[src/core/event_counter_pkg.sv]
// Constants for the event counter pair: register map, fields, encodings
package event_counter_pkg;

   // Register word indices on the plain register port
   localparam logic [2:0] ADDR_CONTROL_STATUS = 3'h0;
   localparam logic [2:0] ADDR_UPPER_COUNT    = 3'h1;
   localparam logic [2:0] ADDR_LOWER_COUNT    = 3'h2;
   localparam logic [2:0] ADDR_CLOCK_SELECT   = 3'h3;
   localparam logic [2:0] ADDR_EDGE_GATE      = 3'h4;
   localparam logic [2:0] ADDR_IRQ_REQUEST    = 3'h5;
   localparam logic [2:0] ADDR_IRQ_ENABLE     = 3'h6;

   // counter_control_status fields
   localparam int CCS_UPPER_OVF     = 7;
   localparam int CCS_LOWER_OVF     = 6;
   localparam int CCS_RESERVED      = 5;
   localparam int CCS_CHANNEL_SPLIT = 4;
   localparam int CCS_UPPER_CUE     = 3;
   localparam int CCS_LOWER_CUE     = 2;
   localparam int CCS_UPPER_REL     = 1;
   localparam int CCS_LOWER_REL     = 0;

   // counter_clock_select_register fields
   localparam int CKS_UPPER_LSB = 6;
   localparam int CKS_LOWER_LSB = 4;

   // edge_and_gate_select_register fields
   localparam int EGS_UPPER_EDGE_LSB = 6;
   localparam int EGS_LOWER_EDGE_LSB = 4;
   localparam int EGS_GATE_EDGE_LSB  = 2;
   localparam int EGS_PWM_GATE_EN    = 1;

   // Interrupt request / enable fields
   localparam int IRQ_COUNTER_BIT = 0;
   localparam int IRQ_GATE_BIT    = 1;

   // Clock source codes
   localparam logic [1:0] SRC_EVENT_PIN = 2'h0;
   localparam logic [1:0] SRC_DIV2      = 2'h1;
   localparam logic [1:0] SRC_DIV4      = 2'h2;
   localparam logic [1:0] SRC_DIV8      = 2'h3;

   // Edge select codes; falling is the reset value
   localparam logic [1:0] EDGE_FALLING = 2'h0;
   localparam logic [1:0] EDGE_RISING  = 2'h1;
   localparam logic [1:0] EDGE_BOTH    = 2'h2;

   // Gate interrupt vector number and addresses
   localparam logic [3:0]  GATE_IRQ_VECTOR    = 4'h6;
   localparam logic [15:0] GATE_IRQ_VEC_ADDR0 = 16'h000C;
   localparam logic [15:0] GATE_IRQ_VEC_ADDR1 = 16'h000D;

   localparam logic [7:0] BYTE_ZERO = 8'h00;
   localparam logic [7:0] BYTE_ONES = 8'hFF;
   localparam logic [7:0] BYTE_ONE  = 8'h01;
   localparam logic [2:0] PRESC_ONE = 3'h1;

   // Sync chain stages: 0,1 synchronise, 2 holds the previous level
   typedef struct packed {
      logic [2:0] upper_pin;
      logic [2:0] lower_pin;
      logic [2:0] gate_pin;
   } pin_sync_t;

endpackage : event_counter_pkg

[src/core/event_counter_pair.sv]
// Pair of 8-bit event counters, cascadable to 16 bits, with gate and flags
`timescale 1ns/1ps

// Summary of operation
// - Upper release bit 0 holds upper counter at zero; 1 lets it count.
// - Lower release bit 0 holds lower counter at zero; 1 lets it count.
// - Overflow flags clear only by writing 0; writing 1 never sets them.
// - Upper counter is read-only; clocked by pin, divided clock, or lower overflow.
// - Lower counter is read-only; clocked by its pin or divided clock.
// - Software clears either counter to zero regardless of clock source.
// - Split bit 0 cascades both counters into one 16-bit counter.
// - In 16-bit mode lower select picks divide 2, 4, 8 or lower pin.
// - Each event pin counts edges per its own 2-bit edge select.
// - PWM gate disabled: count only while gate pin is high.
// - One gate signal gates both counters together.
// - After reset: cascaded, lower select zero, falling edges on lower pin.
// - 16-bit count wrapping from all ones sets upper overflow flag.
// - Any overflow sets counter interrupt request; enable bit forwards it.
// - Split bit 1 runs two independent 8-bit counters.
// - In split mode upper select picks divide 2, 4, 8 or upper pin.
// - Split mode upper wrap from all ones sets upper overflow flag.
// - Split mode lower wrap from all ones sets lower overflow flag.
// - Gate pin interrupt uses vector 6, addresses 000C and 000D.
// - Gate event sets gate request flag; enable bit forwards it.
// - Clock select codes: 00 pin, 01 div2, 10 div4, 11 div8.
// - PWM gate enable 0 selects gate pin; 1 selects PWM gate.
// - Count enable bit 0 freezes counter and ignores clocks.
// - Gate interrupt senses rising, falling or both edges by select field; the code senses none while PWM gate enable is 1.
module event_counter_pair
   import event_counter_pkg::*;
(
   // Clock, reset, enable
   input  wire logic        i_clk_sys,
   input  wire logic        i_reset,
   input  wire logic        i_clk_en,
   // Register port
   input  wire logic [2:0]  i_reg_addr,
   input  wire logic [7:0]  i_reg_wdata,
   input  wire logic        i_reg_write,
   input  wire logic        i_reg_read,
   output logic      [7:0]  o_reg_rdata,
   // External pins and internal PWM gate
   input  wire logic        i_upper_event_pin,
   input  wire logic        i_lower_event_pin,
   input  wire logic        i_count_gate_pin,
   input  wire logic        i_pwm_gate_signal,
   // Interrupt requests to the processor
   output logic             o_counter_irq,
   output logic             o_gate_irq,
   output logic      [3:0]  o_gate_irq_vector
);

   typedef struct packed {
      pin_sync_t  sync;
      logic [2:0] presc;
      logic [7:0] upper_counter;
      logic [7:0] lower_counter;
      logic [7:0] control_status;
      logic [7:0] clock_select;
      logic [7:0] edge_gate;
      logic [1:0] irq_request;
      logic [1:0] irq_enable;
      logic [7:0] rdata;
      logic       counter_irq;
      logic       gate_irq;
      logic [3:0] vector;
   } state_t;

   state_t s_q;
   state_t s_d;

   // Counting model
   // Each counter advances on one tick per
   // clock edge at most; a tick is a seen
   // pin edge or a prescaler wrap point.

   // Both counters share one gate, so the
   // upper and lower bytes cannot be held
   // apart by the gate alone; the count
   // enable bits do that per counter.

   // Cascade
   // With split low the upper byte takes
   // the lower wrap as its only tick, in
   // the same edge as the lower rollover.
   // The lower flag stays quiet then; only
   // the full 16-bit rollover raises the
   // upper flag.

   // Split
   // With split high each byte has its own
   // source and its own flag; both flags
   // feed the single counter request.

   // Release bits
   // A release bit at zero holds its byte
   // at zero every cycle. Software clears a
   // counter by dropping its release bit,
   // whatever the source; the byte starts
   // again from zero once it is raised.

   // Event pins
   // Pins are asynchronous, so two flops
   // sit in front of any logic. A third
   // stage keeps the previous level for
   // edge detection; stages two and three
   // are the ones read by the detector.
   // Limitation: a pulse shorter than
   // about one clock may be missed.

   // After reset the chains hold zero; a
   // pin idling high shows one rising edge
   // as the chain fills. Falling is the
   // reset edge code, so nothing counts.

   // Divided sources
   // The prescaler runs freely and is not
   // restarted by a mode change; the first
   // divided tick after a change may come
   // early. Trade-off: one counter of three
   // bits serves all three dividers.

   // Gate
   // The PWM gate comes from logic on this
   // clock and needs no synchroniser. The
   // gate pin does, and its edges also feed
   // the gate request per its edge code while the PWM gate is not selected.
   // A gate edge cutting a tick may lose
   // one count, as with any such gating.

   // Flags and requests
   // Hardware sets win over a software
   // clear in the same cycle, so no event
   // is lost while software clears a flag.
   // Writing one to a flag keeps it.

   // Register port
   // Read data stands one cycle after the
   // strobe and is zero otherwise, so the
   // port can be or-ed onto a shared bus.
   // Count registers ignore writes.

   // Clock enable
   // Low enable freezes every flop, the
   // synchronisers and prescaler included,
   // so counts resume exactly where they
   // stopped.


   // Edge detection on a synchronised level against its previous value
   function automatic logic edge_hit(input logic [1:0] sel, input logic cur, input logic prev);
      logic rise;
      logic fall;
      rise = cur & ~prev;
      fall = ~cur & prev;
      case (sel)
         EDGE_FALLING: edge_hit = fall;
         EDGE_RISING:  edge_hit = rise;
         default:      edge_hit = rise | fall;
      endcase
   endfunction : edge_hit

   // Source tick from clock select code; divided ticks from the prescaler
   function automatic logic src_tick(input logic [1:0] sel, input logic pin_edge, input logic [2:0] presc);
      case (sel)
         SRC_EVENT_PIN: src_tick = pin_edge;
         SRC_DIV2:      src_tick = presc[0];
         SRC_DIV4:      src_tick = &presc[1:0];
         SRC_DIV8:      src_tick = &presc;
         default:       src_tick = 1'b0;
      endcase
   endfunction : src_tick

   logic       split;
   logic       gate;
   logic       upper_edge;
   logic       lower_edge;
   logic       gate_edge;
   logic       lower_inc;
   logic       upper_inc;
   logic       lower_wrap;
   logic       upper_wrap;
   logic       set_upper_ovf;
   logic       set_lower_ovf;
   logic       wr_ccs;
   logic [7:0] ccs_w;

   // Next-state logic
   always_comb
   begin
      s_d = s_q;

      // Two-flop synchronisers, third stage is the previous level
      s_d.sync.upper_pin = {s_q.sync.upper_pin[1:0], i_upper_event_pin};
      s_d.sync.lower_pin = {s_q.sync.lower_pin[1:0], i_lower_event_pin};
      s_d.sync.gate_pin  = {s_q.sync.gate_pin[1:0], i_count_gate_pin};

      // Free-running prescaler for the divided sources
      s_d.presc = s_q.presc + PRESC_ONE;

      split = s_q.control_status[CCS_CHANNEL_SPLIT];

      // Only synchronised stages feed edge logic
      upper_edge = edge_hit(s_q.edge_gate[EGS_UPPER_EDGE_LSB +: 2],
                            s_q.sync.upper_pin[1], s_q.sync.upper_pin[2]);
      lower_edge = edge_hit(s_q.edge_gate[EGS_LOWER_EDGE_LSB +: 2],
                            s_q.sync.lower_pin[1], s_q.sync.lower_pin[2]);

      // Single gate for both counters; PWM gate is same-clock, unsynchronised
      gate = s_q.edge_gate[EGS_PWM_GATE_EN] ? i_pwm_gate_signal
                                             : s_q.sync.gate_pin[1];
      gate_edge = s_q.edge_gate[EGS_PWM_GATE_EN] ? 1'b0
                : edge_hit(s_q.edge_gate[EGS_GATE_EDGE_LSB +: 2],
                           s_q.sync.gate_pin[1], s_q.sync.gate_pin[2]);

      // Lower counter increment
      lower_inc = gate && s_q.control_status[CCS_LOWER_CUE] && s_q.control_status[CCS_LOWER_REL]
                  && src_tick(s_q.clock_select[CKS_LOWER_LSB +: 2], lower_edge, s_q.presc);
      lower_wrap = lower_inc && (s_q.lower_counter == BYTE_ONES);

      // Upper counter: own source in split mode, lower carry when cascaded
      if (split)
      begin
         upper_inc = gate && src_tick(s_q.clock_select[CKS_UPPER_LSB +: 2], upper_edge, s_q.presc);
      end
      else
      begin
         upper_inc = lower_wrap;
      end
      upper_inc = upper_inc && s_q.control_status[CCS_UPPER_CUE]
                  && s_q.control_status[CCS_UPPER_REL];
      upper_wrap = upper_inc && (s_q.upper_counter == BYTE_ONES);

      // Counting; release bit low holds the counter at zero
      if (!s_q.control_status[CCS_LOWER_REL])
      begin
         s_d.lower_counter = BYTE_ZERO;
      end
      else if (lower_inc)
      begin
         s_d.lower_counter = s_q.lower_counter + BYTE_ONE;
      end
      if (!s_q.control_status[CCS_UPPER_REL])
      begin
         s_d.upper_counter = BYTE_ZERO;
      end
      else if (upper_inc)
      begin
         s_d.upper_counter = s_q.upper_counter + BYTE_ONE;
      end

      // Overflow events; lower flag only reports in split mode
      set_upper_ovf = upper_wrap;
      set_lower_ovf = lower_wrap && split;

      // Register writes
      wr_ccs = i_reg_write && (i_reg_addr == ADDR_CONTROL_STATUS);
      ccs_w  = i_reg_wdata;
      if (wr_ccs)
      begin
         s_d.control_status = {s_q.control_status[CCS_UPPER_OVF] & ccs_w[CCS_UPPER_OVF],
                               s_q.control_status[CCS_LOWER_OVF] & ccs_w[CCS_LOWER_OVF],
                               ccs_w[CCS_RESERVED:0]};
      end
      if (i_reg_write && (i_reg_addr == ADDR_CLOCK_SELECT))
      begin
         s_d.clock_select = i_reg_wdata;
      end
      if (i_reg_write && (i_reg_addr == ADDR_EDGE_GATE))
      begin
         s_d.edge_gate = i_reg_wdata;
      end
      if (i_reg_write && (i_reg_addr == ADDR_IRQ_REQUEST))
      begin
         s_d.irq_request = s_q.irq_request & i_reg_wdata[1:0];  // Write 0 clears
      end
      if (i_reg_write && (i_reg_addr == ADDR_IRQ_ENABLE))
      begin
         s_d.irq_enable = i_reg_wdata[1:0];
      end

      // Hardware sets win over a same-cycle software clear
      if (set_upper_ovf)
      begin
         s_d.control_status[CCS_UPPER_OVF] = 1'b1;
      end
      if (set_lower_ovf)
      begin
         s_d.control_status[CCS_LOWER_OVF] = 1'b1;
      end
      if (set_upper_ovf || set_lower_ovf)
      begin
         s_d.irq_request[IRQ_COUNTER_BIT] = 1'b1;
      end
      if (gate_edge)
      begin
         s_d.irq_request[IRQ_GATE_BIT] = 1'b1;
      end

      // Requests forwarded only when enabled
      s_d.counter_irq = s_d.irq_request[IRQ_COUNTER_BIT] & s_d.irq_enable[IRQ_COUNTER_BIT];
      s_d.gate_irq    = s_d.irq_request[IRQ_GATE_BIT] & s_d.irq_enable[IRQ_GATE_BIT];
      s_d.vector      = GATE_IRQ_VECTOR;

      // Read data one cycle after the strobe, zero otherwise
      s_d.rdata = BYTE_ZERO;
      if (i_reg_read)
      begin
         case (i_reg_addr)
            ADDR_CONTROL_STATUS: s_d.rdata = s_q.control_status;
            ADDR_UPPER_COUNT:    s_d.rdata = s_q.upper_counter;
            ADDR_LOWER_COUNT:    s_d.rdata = s_q.lower_counter;
            ADDR_CLOCK_SELECT:   s_d.rdata = s_q.clock_select;
            ADDR_EDGE_GATE:      s_d.rdata = s_q.edge_gate;
            ADDR_IRQ_REQUEST:    s_d.rdata = {6'h00, s_q.irq_request};
            ADDR_IRQ_ENABLE:     s_d.rdata = {6'h00, s_q.irq_enable};
            default:             s_d.rdata = BYTE_ZERO;
         endcase
      end
   end


   // Reset
   // Reset is synchronous and clears the
   // whole state at once; all controls at
   // zero give the documented start-up:
   // cascaded, pin source, falling edges,
   // counters held in reset, no requests.

   // The vector output reads zero during
   // reset and the constant from the first
   // enabled edge after it.

   // State register; all controls zero gives cascaded, falling edge, pin source
   always_ff @(posedge i_clk_sys)
   begin
      if (i_reset)
      begin
         s_q <= '0;
      end
      else if (i_clk_en)
      begin
         s_q <= s_d;
      end
   end

   // Outputs straight from flops
   assign o_reg_rdata       = s_q.rdata;
   assign o_counter_irq     = s_q.counter_irq;
   assign o_gate_irq        = s_q.gate_irq;
   assign o_gate_irq_vector = s_q.vector;

endmodule : event_counter_pair

[config.mk]
export PLATFORM = sky130hd
export DESIGN_NAME = event_counter_pair
export DESIGN_NICKNAME = d
export VERILOG_FILES = /design/src/core/event_counter_pkg.sv /design/src/core/event_counter_pair.sv
export SDC_FILE = /design/constraint.sdc
export NUM_CORES = 1
export LEC_CHECK = 0
export ABC_CLOCK_PERIOD_IN_PS = 6100
export BUFFER_PORTS_ARGS = -buffer_cell sky130_fd_sc_hd__buf_2
export CORE_MARGIN = 2
export CORE_UTILIZATION = 40
export DETAILED_ROUTE_END_ITERATION = 8
export GPL_TIMING_DRIVEN = 0
export PLACE_DENSITY = 0.56
export SLEW_MARGIN = 20
export SYNTH_ARGS = -nofsm -noshare
export SYNTH_HDL_FRONTEND = slang
export SYNTH_SLANG_ARGS = --single-unit
[constraint.sdc]
create_clock -name i_clk_sys -period 6.1 [get_ports i_clk_sys]
set_input_delay 0.61 -clock i_clk_sys [delete_from_list [all_inputs] [get_ports i_clk_sys]]
set_output_delay 0.61 -clock i_clk_sys [all_outputs]
set_load 0.02 [all_outputs]
==> summary.txt, run 1 <==
Number of flops mapped to enable cells by yosys = 0
Avg Vias per Cell = 5.58
DRC viols = 0
FP Rows = 34
Die X = 99.3 um
Leak Pwr = 1.60 nW
Die area = 9870 um2
Post-synth cell types = 56
CTS clock-pin slew for the worst setup and hold paths = 70 ps
Worst min path class = flip-flop to flip-flop
Count of input and output buffers = 27
Synth-to-layout area growth = 13.5%
FF+latch count, synth = 67
Placed Area = 3910 um2
Skew-Pair Late Insertion Delay = 350 ps
Slew headroom = 39.5%
Period Utilization, post-route = 42.7%
DR pass1 iterations = 4
Post-synthesis cell count = 406
Top Ports = 34
Maximum clock rate = 384 MHz
Min Tclk post-route = 2600 ps
Yosys top cell area share = 36.9%
Synth area leaders = dfxtp_1, mux2i_1, nor2_1
Critical path class = flip-flop to flip-flop
Logic pwr share = 8.0%
Post-DP HPWL = 6920 um
Clk sink count = 67
Hold Buf Count CTS = 0
WP data arrival = 2880 ps
# Max-Cap Violations = 0
FFs w/ async S/R, synth = 0%
CTS H-Tree Depth = 3
Yosys warnings = 0
Root Driver = clkbuf_8
Commonest non-fill, non-tap cell in the layout = dfxtp_1
Clk buf depth = 2
Iter 0 DRT Violations = 153
Switch Pwr = 0.230 mW
Outcome = complete, no violations
GPL Wtd Cong = 0.851
Total CTS buffers = 9
Clock skew = 10.8 ps
Sw Share = 24.5%
Finish-stage setup viols = 0
Hold Vio Cnt, Final = 0
Fin area = 4120 um2
Cell Int Power = 0.710 mW
Slew @ Worst Pin = 902 ps
Fin. max-slew vios = 0
Largest net degree at the start of global routing = 12
Share of cells above drive strength 1 = 16.3%
Initial antenna violation count = 0
Initial Util = 41.5%
CTS tree = built
Syn Area/Cell = 8.95 um2
Final Net Count = 475
Power density over the cells = 228 nW/um2
Final wirelength = 9410 um
CP required = 6380 ps
Reg power frac = 48.0%
Antenna viol nets, final = 0
RSZ-0062 raised after global routing = false
CP endpoint kind = flip-flop
Area leader, netlist = dfxtp_1
Most frequent cells in the layout = dfxtp_1, nor2_1, mux2i_1
Startpoint types = flip-flop
Setup TNS = 0 ps
Global-route wire length before repair = 15700 um
Most common flop cell mapped by yosys = dfxtp_1
Max IR drop VDD = 0.000122 V
Gr usage total = 20.6%
Vias in the first global route = 2886
Register area share after synthesis = 36.9%
WL/cell = 16.9 um
Chip height = 99.3 um
Clock power share = 44.1%
Placeable Area = 8760 um2
Synth Cell Area = 3630 um2
Crit path max fanout = 8
Post-CTS resize count = 0
Via Count = 3109
Overflow after GRT = 0
N_diodes = 0
Setup bufs post-CTS = 0
[synth_stat cells (all sizes together) (5+ instances only)]
master,n
ha,10
nand2b,10
mux4,7
a21oi,23
nor2,52
o21ai,13
inv,19
o22ai,5
or3,7
nand3,13
dfxtp,67
mux2i,48
nand4,7
nand2,22
clkbuf,22
nand3b,5
a211oi,6
nor2b,7
buf,14
[final timing paths]
check	slack, ps	from	depth (start not counted)	endpoint
worst max-delay path	3500	s_q[58]	7	s_q[56]
worst min-delay path	480	o_reg_rdata[1]	2	o_reg_rdata[1]
worst max register to register	3500	s_q[58]	7	s_q[56]
worst min register to register	480	o_reg_rdata[1]	2	o_reg_rdata[1]
[state kept, by name (all words and copies together), names as in the netlist]
name,cells
o_gate_irq_vector,1
o_reg_rdata,8
s_d,6
o_counter_irq,1
s_q,50
o_gate_irq,1
[critical path, cell delays in order, from the launching register on]
cell,delay (ps)
dfxtp_1,410
ha_1,230
ha_1,180
mux2i_1,120
a2111oi_4,660
nand4_4,270
a2111oi_2,450
mux2i_1,210
[through the flow]
step | hold WS (ps) | instances | utilization [%] | total power [mW] | setup slack (ps)
2_1_floorplan | 447 | 407 | - | 0.510 | 3840
3_3_place_gp | 459 | 542 | 44.6 | 0.535 | 3500
3_5_place_dp | 466 | 542 | 44.6 | 0.536 | 3520
4_1_cts | 476 | 557 | 47.1 | 0.945 | 3490
5_1_grt | 501 | 557 | 47.1 | 0.977 | 3340
6_report | 479 | 557 | 47.1 | 0.940 | 3500
[kinds of logic (layout without fill, tap and decap cells)]
logic type	Yosys count	count (layout)	synth area share, %
flops	67	67	36.9
mux	57	57	18.3
xor+xnor	2	2	0.482
compound gates	74	74	14.0
fa+ha+maj	10	10	3.44
simple gates	140	140	19.9
buf+inv	55	97	6.95
other cells	1	2	0.103
[power groups by stage]
stage	logic, mW	registers (mW)	clock network [mW]
final	0.0749	0.451	0.414
after global routing	0.0833	0.452	0.442
after CTS	0.0751	0.451	0.419
after detailed placement	0.0749	0.461	0
after global placement	0.0742	0.461	0
after floorplan	0.0501	0.460	0
[area by class of cell]
| cell class | count | area [um2] |
|---|---|---|
| Inverter | 19 | 71.3 |
| Fill cell | 887 | 4640 |
| Tap cell | 108 | 135 |
| Sequential cell | 67 | 1340 |
| Multi-Input combinational cell | 285 | 2040 |
| Timing Repair Buffer | 27 | 135 |
| Buffer | 36 | 181 |
| Clock inverter | 5 | 77.6 |
| Clock buffer | 10 | 138 |
[per-layer routing]
metal / routed length [um] / vias up / track usage [%]
met5: 0 / - / 0
met3: 437 / 18 / 4.50
met4: 220 / 0 / 8.01
li1: - / 1511 / -
met1: 4460 / 1487 / 28.2
met2: 4290 / 93 / 31.7
(Power assumes the default switching activity.)
==> inputs of run 2 (changes only) <==
Settings changed: ABC_CLOCK_PERIOD_IN_PS 6100 to 2200, PLACE_DENSITY 0.56 to 0.58.
Clock period 6.1 ns to 2.2 ns, I/O delays scaled along.
==> run 2 against run 1 <==
Compared with the run above:
- register-to-register slack got worse by 3400 ps
- highest routed layer unchanged
- core utilization up 1.2 points
- die area did not move
==> summary.txt, run 2 (synthesis gave the netlist of run 1 again) <==
CTS H-Tree Depth = 3
Initial Util = 41.5%
Global-route wire length before repair = 15600 um
Min Hold Slack = 104 ps
Die X = 99.3 um
Final wirelength = 9400 um
Die area = 9870 um2
DR pass1 iterations = 4
Maximum clock rate = 482 MHz
Clock skew = 13.1 ps
Startpoint types = flip-flop
Fin area = 4230 um2
Overflow after GRT = 0
CP endpoint kind = flip-flop
Min Tclk post-route = 2070 ps
CTS tree = built
WP data arrival = 2350 ps
Gr usage total = 20.3%
N_diodes = 0
Final Net Count = 483
Finish-stage setup viols = 0
Max IR drop VDD = 0.000407 V
Power density over the cells = 571 nW/um2
Top Ports = 34
Dpl cells = 542
Count of input and output buffers = 27
Slew @ Worst Pin = 906 ps
Outcome = complete, no violations
PnR worst setup slack = 127 ps
Fin. max-slew vios = 0
Non-Filler Instances = 566
RSZ-0062 raised after global routing = false
Critical path class = flip-flop to flip-flop
Initial antenna violation count = 0
Clk sink count = 67
Root Driver = clkbuf_8
WL/cell = 16.6 um
GPL Wtd Cong = 0.813
CP required = 2480 ps
FP Rows = 34
Iter 0 DRT Violations = 171
Placed Area = 3920 um2
Crit path max fanout = 8
Worst slack at placement = -305 ps
Slew headroom = 39.3%
Largest net degree at the start of global routing = 14
DRC viols = 0
Total CTS buffers = 9
Worst min path class = primary input to flip-flop
Leak Pwr = 1.62 nW
Period Utilization, post-route = 94.2%
Via Count = 3056
Hold Buf Count CTS = 0
Clk buf depth = 2
Placeable Area = 8760 um2
Commonest non-fill, non-tap cell in the layout = dfxtp_1
Synth-to-layout area growth = 16.2%
CTS clock-pin slew for the worst setup and hold paths = 80 ps
Largest Register = s_q
Vias in the first global route = 3023
Setup TNS = 0 ps
Hold Vio Cnt, Final = 0
Chip height = 99.3 um
Share of cells above drive strength 1 = 20.3%
Antenna viol nets, final = 0
Most frequent cells in the layout = dfxtp_1, nor2_1, mux2i_1
# Max-Cap Violations = 0
Number of flip-flops in the largest register = 50
Post-DP HPWL = 6820 um
Skew-Pair Late Insertion Delay = 350 ps
Avg Vias per Cell = 5.40
[run 2: routing by layer]
metal | global-route usage [%] | vias to the layer above | wire [um]
li1 | - | 1531 | -
met1 | 27.7 | 1432 | 4380
met2 | 32.1 | 78 | 4370
met3 | 4.29 | 15 | 492
met4 | 6.74 | 0 | 163
met5 | 0 | - | 0
[run 2: power breakdown]
part | switching, mW | internal, mW
logic | 0.135 | 0.0843
clock network | 0.530 | 0.414
registers | 0.0178 | 1.23
[run 2: worst paths after layout]
check	start	endpoint	cells after the start	slack [ps]
min reg2reg	o_gate_irq	o_gate_irq	2	480
min	i_upper_event_pin	s_d[68]	3	100
max reg2reg	s_q[58]	s_q[56]	8	130
max	s_q[58]	s_q[56]	8	130
[run 2: layout make-up]
type	count	area, um2
inverter	19	71.3
multi-input combinational	285	2100
timing repair buffer	35	199
tap	108	135
buffer	36	193
clock inverter	7	53.8
clock buffer	9	124
sequential	67	1350
fill	857	4540
[run 2: critical path: stages, from the launching register on]
cell and delay, ps:
dfxtp_4 370, ha_4 150, ha_4 130, mux2i_2 90, a2111oi_4 310, buf_6 170
nand4_4 170, a2111oi_4 400, mux2i_1 200
[run 2: repair_timing]
item                       4_1_cts  5_1_grt
pin swaps                        4        3
gates resized for setup          9       10
cloned                           1        0
setup endpoints to repair       20       14
buffers inserted                 4        3
[run 2: stage by stage]
stage               utilization [%]  total power, mW
floorplan                         -             1.41
global placement               44.7             1.49
detailed placement             44.7             1.49
CTS                            47.6             2.43
global route                   48.2             2.52
finish                         48.2             2.41
